File: src/hw/ipmc_pkg.sv
// package for the indirect pin mode configuration block
// assumes a classic wishbone slave with 32-bit data and byte addresses
package ipmc_pkg;
    // register indices, byte address is four times the index
    localparam logic [7:0] IPMC_P2_IDX = 8'h97;
    localparam logic [7:0] IPMC_P3_IDX = 8'h8f;
    localparam int IPMC_ADDR_W = 10;
    localparam logic [IPMC_ADDR_W-1:0] IPMC_P2_ADDR = {IPMC_P2_IDX, 2'b00};
    localparam logic [IPMC_ADDR_W-1:0] IPMC_P3_ADDR = {IPMC_P3_IDX, 2'b00};
    // control byte layout
    localparam int IPMC_MODE_HI = 7;
    localparam int IPMC_MODE_LO = 5;
    localparam int IPMC_DIR_BIT = 4;
    localparam int IPMC_LATCH_BIT = 3;
    localparam int IPMC_IDX_HI = 2;
    localparam int IPMC_IDX_LO = 0;
    // reset values
    localparam logic [7:0] IPMC_CTRL_RST = 8'h00;
    localparam logic [2:0] IPMC_OUT_RST = 3'h0;
    localparam logic [1:0] IPMC_IN_RST = 2'h0;
    // mode codes
    localparam logic [2:0] IPMC_OUT_NORMAL = 3'h0;
    localparam logic [2:0] IPMC_OUT_HIGH = 3'h3;
    localparam logic [1:0] IPMC_IN_NOPULL = 2'h0;
    localparam logic [1:0] IPMC_IN_PULLDN = 2'h1;
    localparam logic [1:0] IPMC_IN_PULLUP = 2'h2;
    localparam logic [1:0] IPMC_IN_OFF = 2'h3;
    localparam logic [2:0] IPMC_P3_RSVD_IDX = 3'h7;
endpackage

File: src/hw/ipmc_pin_mode.sv
// indirect per-pin mode configuration for port 2 and port 3
// assumes a classic wishbone master on mclk; pin pads sit outside
`timescale 1ns/1ns
`default_nettype none

////////////////////////////////////////////////////////////////////////////////
// Overview of operation
// non-latch write sets one pin's mode
// output codes: 000 normal, 011 high drive
// input mode uses low two bits
// input codes: nopull, pulldown, pullup, off
// read returns latched pin's current mode
// bit 4 picks output or input
// latch flag stores index, modes unchanged
// latch clear overwrites addressed pin mode
// port 2 index 0..7 maps pins 0..7
// port 3 register covers pins 0..6
// port 3 index 7 reserved, unmapped
// reset latch reads pin 0 output
module ipmc_pin_mode
    import ipmc_pkg::*;
(
    input wire logic mclk,
    input wire logic rst_n,
    input wire logic wb_cyc_i,
    input wire logic wb_stb_i,
    input wire logic wb_we_i,
    input wire logic [IPMC_ADDR_W-1:0] wb_adr_i,
    input wire logic [31:0] wb_dat_i,
    input wire logic [3:0] wb_sel_i,
    output logic [31:0] wb_dat_o,
    output logic wb_ack_o,
    output logic wb_err_o,
    output logic [23:0] p2OutMode,
    output logic [15:0] p2InMode,
    output logic [7:0] p2InBufOn,
    output logic [7:0] p2PullDn,
    output logic [7:0] p2PullUp,
    output logic [7:0] p2HighDrive,
    output logic [20:0] p3OutMode,
    output logic [13:0] p3InMode,
    output logic [6:0] p3InBufOn,
    output logic [6:0] p3PullDn,
    output logic [6:0] p3PullUp,
    output logic [6:0] p3HighDrive
);

    ////////////////////////////////////////////////////////////////////////////
    // bus decode
    logic req;
    logic hitP2;
    logic hitP3;
    logic wrByte;
    logic [7:0] wrData;
    logic [2:0] wrMode;
    logic [2:0] wrIdx;
    logic wrDir;
    logic wrLatch;

    // single-cycle ack; the pulse also masks the request for the cycle after
    assign req = wb_cyc_i && wb_stb_i && !wb_ack_o && !wb_err_o;
    assign wrData = wb_dat_i[7:0];
    assign wrByte = wb_sel_i[0];
    assign wrMode = wrData[IPMC_MODE_HI:IPMC_MODE_LO];
    assign wrIdx = wrData[IPMC_IDX_HI:IPMC_IDX_LO];
    assign wrDir = wrData[IPMC_DIR_BIT];
    assign wrLatch = wrData[IPMC_LATCH_BIT];

    always_comb begin
        hitP2 = 1'b0;
        hitP3 = 1'b0;
        if (wb_adr_i == IPMC_P2_ADDR) begin
            hitP2 = 1'b1;
        end else if (wb_adr_i == IPMC_P3_ADDR) begin
            hitP3 = 1'b1;
        end
    end

    logic p2Wr;
    logic p3Wr;
    assign p2Wr = req && wb_we_i && hitP2 && wrByte;
    assign p3Wr = req && wb_we_i && hitP3 && wrByte;

    // latch writes only move the read pointer, mode writes only touch storage
    logic p2LatchWr;
    logic p3LatchWr;
    logic p2ModeWr;
    logic p3ModeWr;
    assign p2LatchWr = p2Wr && wrLatch;
    assign p3LatchWr = p3Wr && wrLatch;
    assign p2ModeWr = p2Wr && !wrLatch;
    // port 3 has no pin behind index 7, so such a write is dropped
    assign p3ModeWr = p3Wr && !wrLatch && wrIdx != IPMC_P3_RSVD_IDX;

    ////////////////////////////////////////////////////////////////////////////
    // read latches
    logic [2:0] p2RdIdx_ff;
    logic p2RdDir_ff;
    logic [2:0] p3RdIdx_ff;
    logic p3RdDir_ff;

    always_ff @(posedge mclk) begin
        if (!rst_n) begin
            p2RdIdx_ff <= 3'h0;
            p2RdDir_ff <= 1'b0;
        end else if (p2LatchWr) begin
            p2RdIdx_ff <= wrIdx;
            p2RdDir_ff <= wrDir;
        end
    end

    // port 3 keeps its own pointer; a latched index 7 is legal but reads zero
    always_ff @(posedge mclk) begin
        if (!rst_n) begin
            p3RdIdx_ff <= 3'h0;
            p3RdDir_ff <= 1'b0;
        end else if (p3LatchWr) begin
            p3RdIdx_ff <= wrIdx;
            p3RdDir_ff <= wrDir;
        end
    end

    ////////////////////////////////////////////////////////////////////////////
    // mode storage, one output and one input code per pin
    logic [2:0] p2Out_ff [8];
    logic [1:0] p2In_ff [8];
    logic [2:0] p3Out_ff [7];
    logic [1:0] p3In_ff [7];

    // every index maps a pin on port 2
    always_ff @(posedge mclk) begin
        if (!rst_n) begin
            for (int i = 0; i < 8; i++) begin
                p2Out_ff[i] <= IPMC_OUT_RST;
            end
        end else if (p2ModeWr && !wrDir) begin
            p2Out_ff[wrIdx] <= wrMode;
        end
    end

    // only two bits are kept for input; bit 7 of the field is dropped
    always_ff @(posedge mclk) begin
        if (!rst_n) begin
            for (int i = 0; i < 8; i++) begin
                p2In_ff[i] <= IPMC_IN_RST;
            end
        end else if (p2ModeWr && wrDir) begin
            p2In_ff[wrIdx] <= wrMode[1:0];
        end
    end

    always_ff @(posedge mclk) begin
        if (!rst_n) begin
            for (int i = 0; i < 7; i++) begin
                p3Out_ff[i] <= IPMC_OUT_RST;
            end
        end else if (p3ModeWr && !wrDir) begin
            p3Out_ff[wrIdx] <= wrMode;
        end
    end

    always_ff @(posedge mclk) begin
        if (!rst_n) begin
            for (int i = 0; i < 7; i++) begin
                p3In_ff[i] <= IPMC_IN_RST;
            end
        end else if (p3ModeWr && wrDir) begin
            p3In_ff[wrIdx] <= wrMode[1:0];
        end
    end

    ////////////////////////////////////////////////////////////////////////////
    // read path and ack
    logic [2:0] p2RdMode;
    logic [2:0] p3RdMode;
    logic [7:0] nxt_rdByte;

    always_comb begin
        if (p2RdDir_ff) begin
            p2RdMode = {1'b0, p2In_ff[p2RdIdx_ff]};
        end else begin
            p2RdMode = p2Out_ff[p2RdIdx_ff];
        end
        // reserved index reads as zero
        if (p3RdIdx_ff == IPMC_P3_RSVD_IDX) begin
            p3RdMode = 3'h0;
        end else if (p3RdDir_ff) begin
            p3RdMode = {1'b0, p3In_ff[p3RdIdx_ff]};
        end else begin
            p3RdMode = p3Out_ff[p3RdIdx_ff];
        end
        nxt_rdByte = IPMC_CTRL_RST;
        if (hitP2) begin
            nxt_rdByte = {p2RdMode, 5'h00};
        end else if (hitP3) begin
            nxt_rdByte = {p3RdMode, 5'h00};
        end
    end

    // unmapped addresses are answered with err so a stray access never hangs
    always_ff @(posedge mclk) begin
        if (!rst_n) begin
            wb_ack_o <= 1'b0;
            wb_err_o <= 1'b0;
        end else begin
            wb_ack_o <= req && (hitP2 || hitP3);
            wb_err_o <= req && !(hitP2 || hitP3);
        end
    end

    // read data holds until the next read is taken
    always_ff @(posedge mclk) begin
        if (!rst_n) begin
            wb_dat_o <= 32'h0;
        end else if (req && !wb_we_i) begin
            wb_dat_o <= {24'h0, nxt_rdByte};
        end
    end

    ////////////////////////////////////////////////////////////////////////////
    // decoded pad controls, registered
    // pads see every change one cycle after the write is taken
    always_ff @(posedge mclk) begin
        if (!rst_n) begin
            p2OutMode <= 24'h0;
            p2InMode <= 16'h0;
        end else begin
            for (int i = 0; i < 8; i++) begin
                p2OutMode[i*3 +: 3] <= p2Out_ff[i];
                p2InMode[i*2 +: 2] <= p2In_ff[i];
            end
        end
    end

    // code 11 parks the input buffer with no pull attached
    always_ff @(posedge mclk) begin
        if (!rst_n) begin
            p2InBufOn <= 8'hff;
            p2PullDn <= 8'h0;
            p2PullUp <= 8'h0;
        end else begin
            for (int i = 0; i < 8; i++) begin
                p2InBufOn[i] <= p2In_ff[i] != IPMC_IN_OFF;
                p2PullDn[i] <= p2In_ff[i] == IPMC_IN_PULLDN;
                p2PullUp[i] <= p2In_ff[i] == IPMC_IN_PULLUP;
            end
        end
    end

    // illegal output codes are kept but give normal drive
    always_ff @(posedge mclk) begin
        if (!rst_n) begin
            p2HighDrive <= 8'h0;
        end else begin
            for (int i = 0; i < 8; i++) begin
                p2HighDrive[i] <= p2Out_ff[i] == IPMC_OUT_HIGH;
            end
        end
    end

    always_ff @(posedge mclk) begin
        if (!rst_n) begin
            p3OutMode <= 21'h0;
            p3InMode <= 14'h0;
        end else begin
            for (int i = 0; i < 7; i++) begin
                p3OutMode[i*3 +: 3] <= p3Out_ff[i];
                p3InMode[i*2 +: 2] <= p3In_ff[i];
            end
        end
    end

    always_ff @(posedge mclk) begin
        if (!rst_n) begin
            p3InBufOn <= 7'h7f;
            p3PullDn <= 7'h0;
            p3PullUp <= 7'h0;
        end else begin
            for (int i = 0; i < 7; i++) begin
                p3InBufOn[i] <= p3In_ff[i] != IPMC_IN_OFF;
                p3PullDn[i] <= p3In_ff[i] == IPMC_IN_PULLDN;
                p3PullUp[i] <= p3In_ff[i] == IPMC_IN_PULLUP;
            end
        end
    end

    always_ff @(posedge mclk) begin
        if (!rst_n) begin
            p3HighDrive <= 7'h0;
        end else begin
            for (int i = 0; i < 7; i++) begin
                p3HighDrive[i] <= p3Out_ff[i] == IPMC_OUT_HIGH;
            end
        end
    end

endmodule

`default_nettype wire

File: config.mk
export PLATFORM = sky130hd
export DESIGN_NAME = ipmc_pin_mode
export DESIGN_NICKNAME = d
export VERILOG_FILES = /design/src/hw/ipmc_pkg.sv /design/src/hw/ipmc_pin_mode.sv
export SDC_FILE = /design/constraint.sdc
export NUM_CORES = 1
export LEC_CHECK = 0
export BUFFER_PORTS_ARGS = -buffer_cell sky130_fd_sc_hd__buf_2
export CAP_MARGIN = 10
export CORE_ASPECT_RATIO = 0.75
export CORE_MARGIN = 2
export CORE_UTILIZATION = 35
export DETAILED_ROUTE_END_ITERATION = 8
export GPL_TIMING_DRIVEN = 0
export SYNTH_ARGS = -nofsm -noshare
export SYNTH_HDL_FRONTEND = slang
export SYNTH_SLANG_ARGS = --single-unit
File: constraint.sdc
create_clock -name mclk -period 3.36 [get_ports mclk]
set_clock_uncertainty 0.2 [all_clocks]
set_input_delay 0 -clock mclk [delete_from_list [all_inputs] [get_ports mclk]]
set_output_delay 0 -clock mclk [all_outputs]
set_load 0.02 [all_outputs]
==> flow_summary_export.csv <==
group,metric,value,unit
outcome,status,"finished clean",
route,drt_first_pass_iters,6,
cts,clk_pin_slew,60,ps
hold_path,holdCritStartpoint,"wb_adr_i[6]",
setup_path,cp-start-kind,"primary input",
cts,tritoncts.num_buffers,24,
cts,cts.sinks,234,
sta,period_share,96.05,%
sta,finalSetupViolations,0,
cts,htree_levels,1,
setup_path,end_kind,"flip-flop",
logic_synthesis,seq_area_frac_synth,65.58,%
sta,rsz0062_at_grt,"no",
setup_path,crit_arrival,3470,ps
global_routing,grt-busiest-layer,"met1",
logic_synthesis,yosysWarnings,0,
logic_synthesis,async_flop_share,0,%
cts,root_buffer,"clkbuf_16",
cts,clk_latency,520,ps
flow_run,max-cap-violations,0,
finish,syn_to_final_growth,28.96,%
logic_synthesis,yosys.cell_types.count,42,
logic_synthesis,netlist_area,8288,sq um
hold_path,hp-class,"primary input to flip-flop",
logic_synthesis,synth-seq-cells,234,
global_routing,grt_max_degree,15,
global_routing,grt_use_met3,4.600,%
finish,antenna_cells,0,
global_routing,use_met2,26.10,%
sta,tightest_slew,799.1,ps
setup_path,path_max_fanout,3,
global_routing,grtUsageMet1,26.10,%
route,vias,5897,
setup_path,worst_path_max_delay_cell,"dlygate4sd3_1",
setup_path,regToRegStartpoint,"wb_ack_o",
sta,fin_tns_setup,0,ps
logic_synthesis,synth_flop_cell,"dfxtp_1",
cts,cts.path.max_buffers,3,
setup_path,r2r_end,"wb_dat_o[6]",
route,drt-vias-per-instance,4.744,
pwr,power_density,563.9,nW/um^2
logic_synthesis,syn_avg_cell_area,12.28,sq um
floorplanning,initial_core_util,35.84,%
placement,io_buffer_count,161,
route,wl_per_cell,18.22,microns
global_routing,grt_util_all_layers,17.75,%
logic_synthesis,syn_inst,675,
global_routing,grt_pass1_wl,33.08,mm
cts,cts_tree,"done",
sta,fin_hold_ws,107.7,ps
global_routing,grt_overflow,0,
global_routing,grt_pass1_vias,5561,
setup_path,critPathCapture,"wb_dat_o[5]",
setup_path,startpoint,"wb_adr_i[8]",
finish,nets,976,
logic_synthesis,synth_top_area_share,38.41,%
route,antenna_left,0,
placement,dpl.hpwl,16.33,mm
finish,drive_above_1_share,28.53,%
setup_path,r2r_slack,250,ps
floorplanning,die_h,137.3,microns
floorplanning,die_x,181.7,microns
sta,fmax,309.9,MHz
route,finalWirelength,22.65,mm
route,drt-initial-drc-count,598,
route,drcViolationCount,0,
setup_path,r2r_cells,6,
logic_synthesis,synth_commonest_cells,"dfxtp_1 (159), nor2_1 (82), and2_1 (76), edfxtp_1 (75), o21ai_0 (37)",
setup_path,crit_chain,"dlygate4sd3_1 > buf_2 > nor4b_2 > dlygate4sd3_1 > nand4_1 > dlygate4sd3_1 > o32a_2 > dlygate4sd3_1 > a31oi_1",
setup_path,max_stage_delay,730,ps
floorplanning,io_pins,220,
logic_synthesis,yosysTopAreaCell,"dfxtp_1",
sta,hold_violations,0,
floorplanning,fp.dieArea,24940,sq um
logic_synthesis,synth-edff-count,75,
pwr,power_leakage,4.518,nW
sta,max_slew_margin,46.03,%
setup_path,cp_common_cell,"dlygate4sd3_1",
logic_synthesis,synthTopCellsByArea,"dfxtp_1 (38%), edfxtp_1 (27%), and2_1 (5.7%)",
floorplanning,rows,48,
floorplanning,coreArea,23120,sq um
pwr,vdd.ir_drop.worst,0.3891,mV
cts,post_cts_buffers,0,
logic_synthesis,yosysMostFrequentCell,"dfxtp_1",
sta,layout_min_cycle_time,3227,ps
sta,report.final.slew_viol_count,0,
setup_path,cp_data_required_time,3600,ps
global_routing,antenna_found_initial,0,
placement,place.gp.congestion,0.9161,
setup_path,path_class,"primary input to flip-flop",
==> report_power, final <==
group | total [mW] | switching [mW] | internal [mW]
clock network | 2.59 | 1.08 | 1.51
logic | 0.388 | 0.246 | 0.142
registers | 3.05 | 0.0465 | 3.00
total | 6.03 | 1.37 | 4.65
==> cell families after synthesis <==
family | count (synthesis) | share of synthesized area, %
simple gates | 283 | 18.70
mux | 36 | 7.428
buf+inv | 70 | 4.725
compound gates | 51 | 3.518
other cells | 1 | 0.04525
flops | 234 | 65.58
==> area by class of cell <==
cell class / instances / area (sq um)
Buffer: 64 / 369.1
Clock buffer: 37 / 733.2
Clock inverter: 7 / 50.05
Fill cell: 2186 / 12430
Inverter: 6 / 22.52
Multi-Input combinational cell: 404 / 2596
Sequential cell: 234 / 5435
Tap cell: 300 / 375.4
Timing Repair Buffer: 191 / 1106
==> sequential cells by signal (all words and copies together) (netlist names), 7 cells and up, named ones only <==
signal	count
p3InMode	14
p2InBufOn	8
p2InMode	16
p3InBufOn	7
p2PullDn	8
p3HighDrive	7
p3In_ff	16
p2In_ff	16
p3Out_ff	24
p2PullUp	8
p2OutMode	24
p3OutMode	21
p2HighDrive	8
p2Out_ff	24
p3PullDn	7
p3PullUp	7
==> repair_timing <==
item,in CTS,in global routing
hold endpoints to repair,104,0
hold buffers,30,0
resized for setup,0,2
endpoints found under the setup margin,0,19
==> cells in the final DEF, fill, tap and decap left out, drive strengths merged, types with 7 or more instances in the layout <==
cell           n
mux4          20
buf          195
dfxtp        159
and2          76
and3b         16
o21ai         37
nor2b         31
dlygate4sd3   30
nor2          82
conb          34
edfxtp        75
nand3          8
clkbuf        67
mux2i         12
clkinv         7
nand2         34
==> through the flow <==
stage	setup WS (ps)	total power [mW]	util [%]	area [sq um]	std cells
after floorplan	928.9	3.325	-	8412	708
after global placement	644.1	3.467	41.49	9593	1169
after detailed placement	644.4	3.470	41.49	9593	1169
after CTS	14.08	6.078	46.17	10680	1243
after global routing	10.92	6.234	46.22	10690	1243
final	132.7	6.027	46.22	10690	1243
==> layer usage <==
layer	part of all wire, %	routed length [microns]
met1	46	10510
met3	9.9	2234
met4	2.0	456
met2	42	9450
met5	0	0
==> critical path: cells and delay by family <==
| family | cells | cell delay [ps] |
|---|---|---|
| buf+inv | 5 | 2560 |
| compound gates | 2 | 340 |
| simple gates | 2 | 570 |
==> how the worst min path moves through the flow <==
stage | cells after the start | end | slack [ps]
6_report | 7 | p2RdDir_ff | 110
5_1_grt | 6 | p3RdDir_ff | 130
4_1_cts | 6 | p2RdDir_ff | 70
3_5_place_dp | 3 | wb_ack_o | 130
3_3_place_gp | 3 | wb_ack_o | 130
2_1_floorplan | 2 | p3Out_ff[6][2] | -50
(Power assumes the default switching activity.)
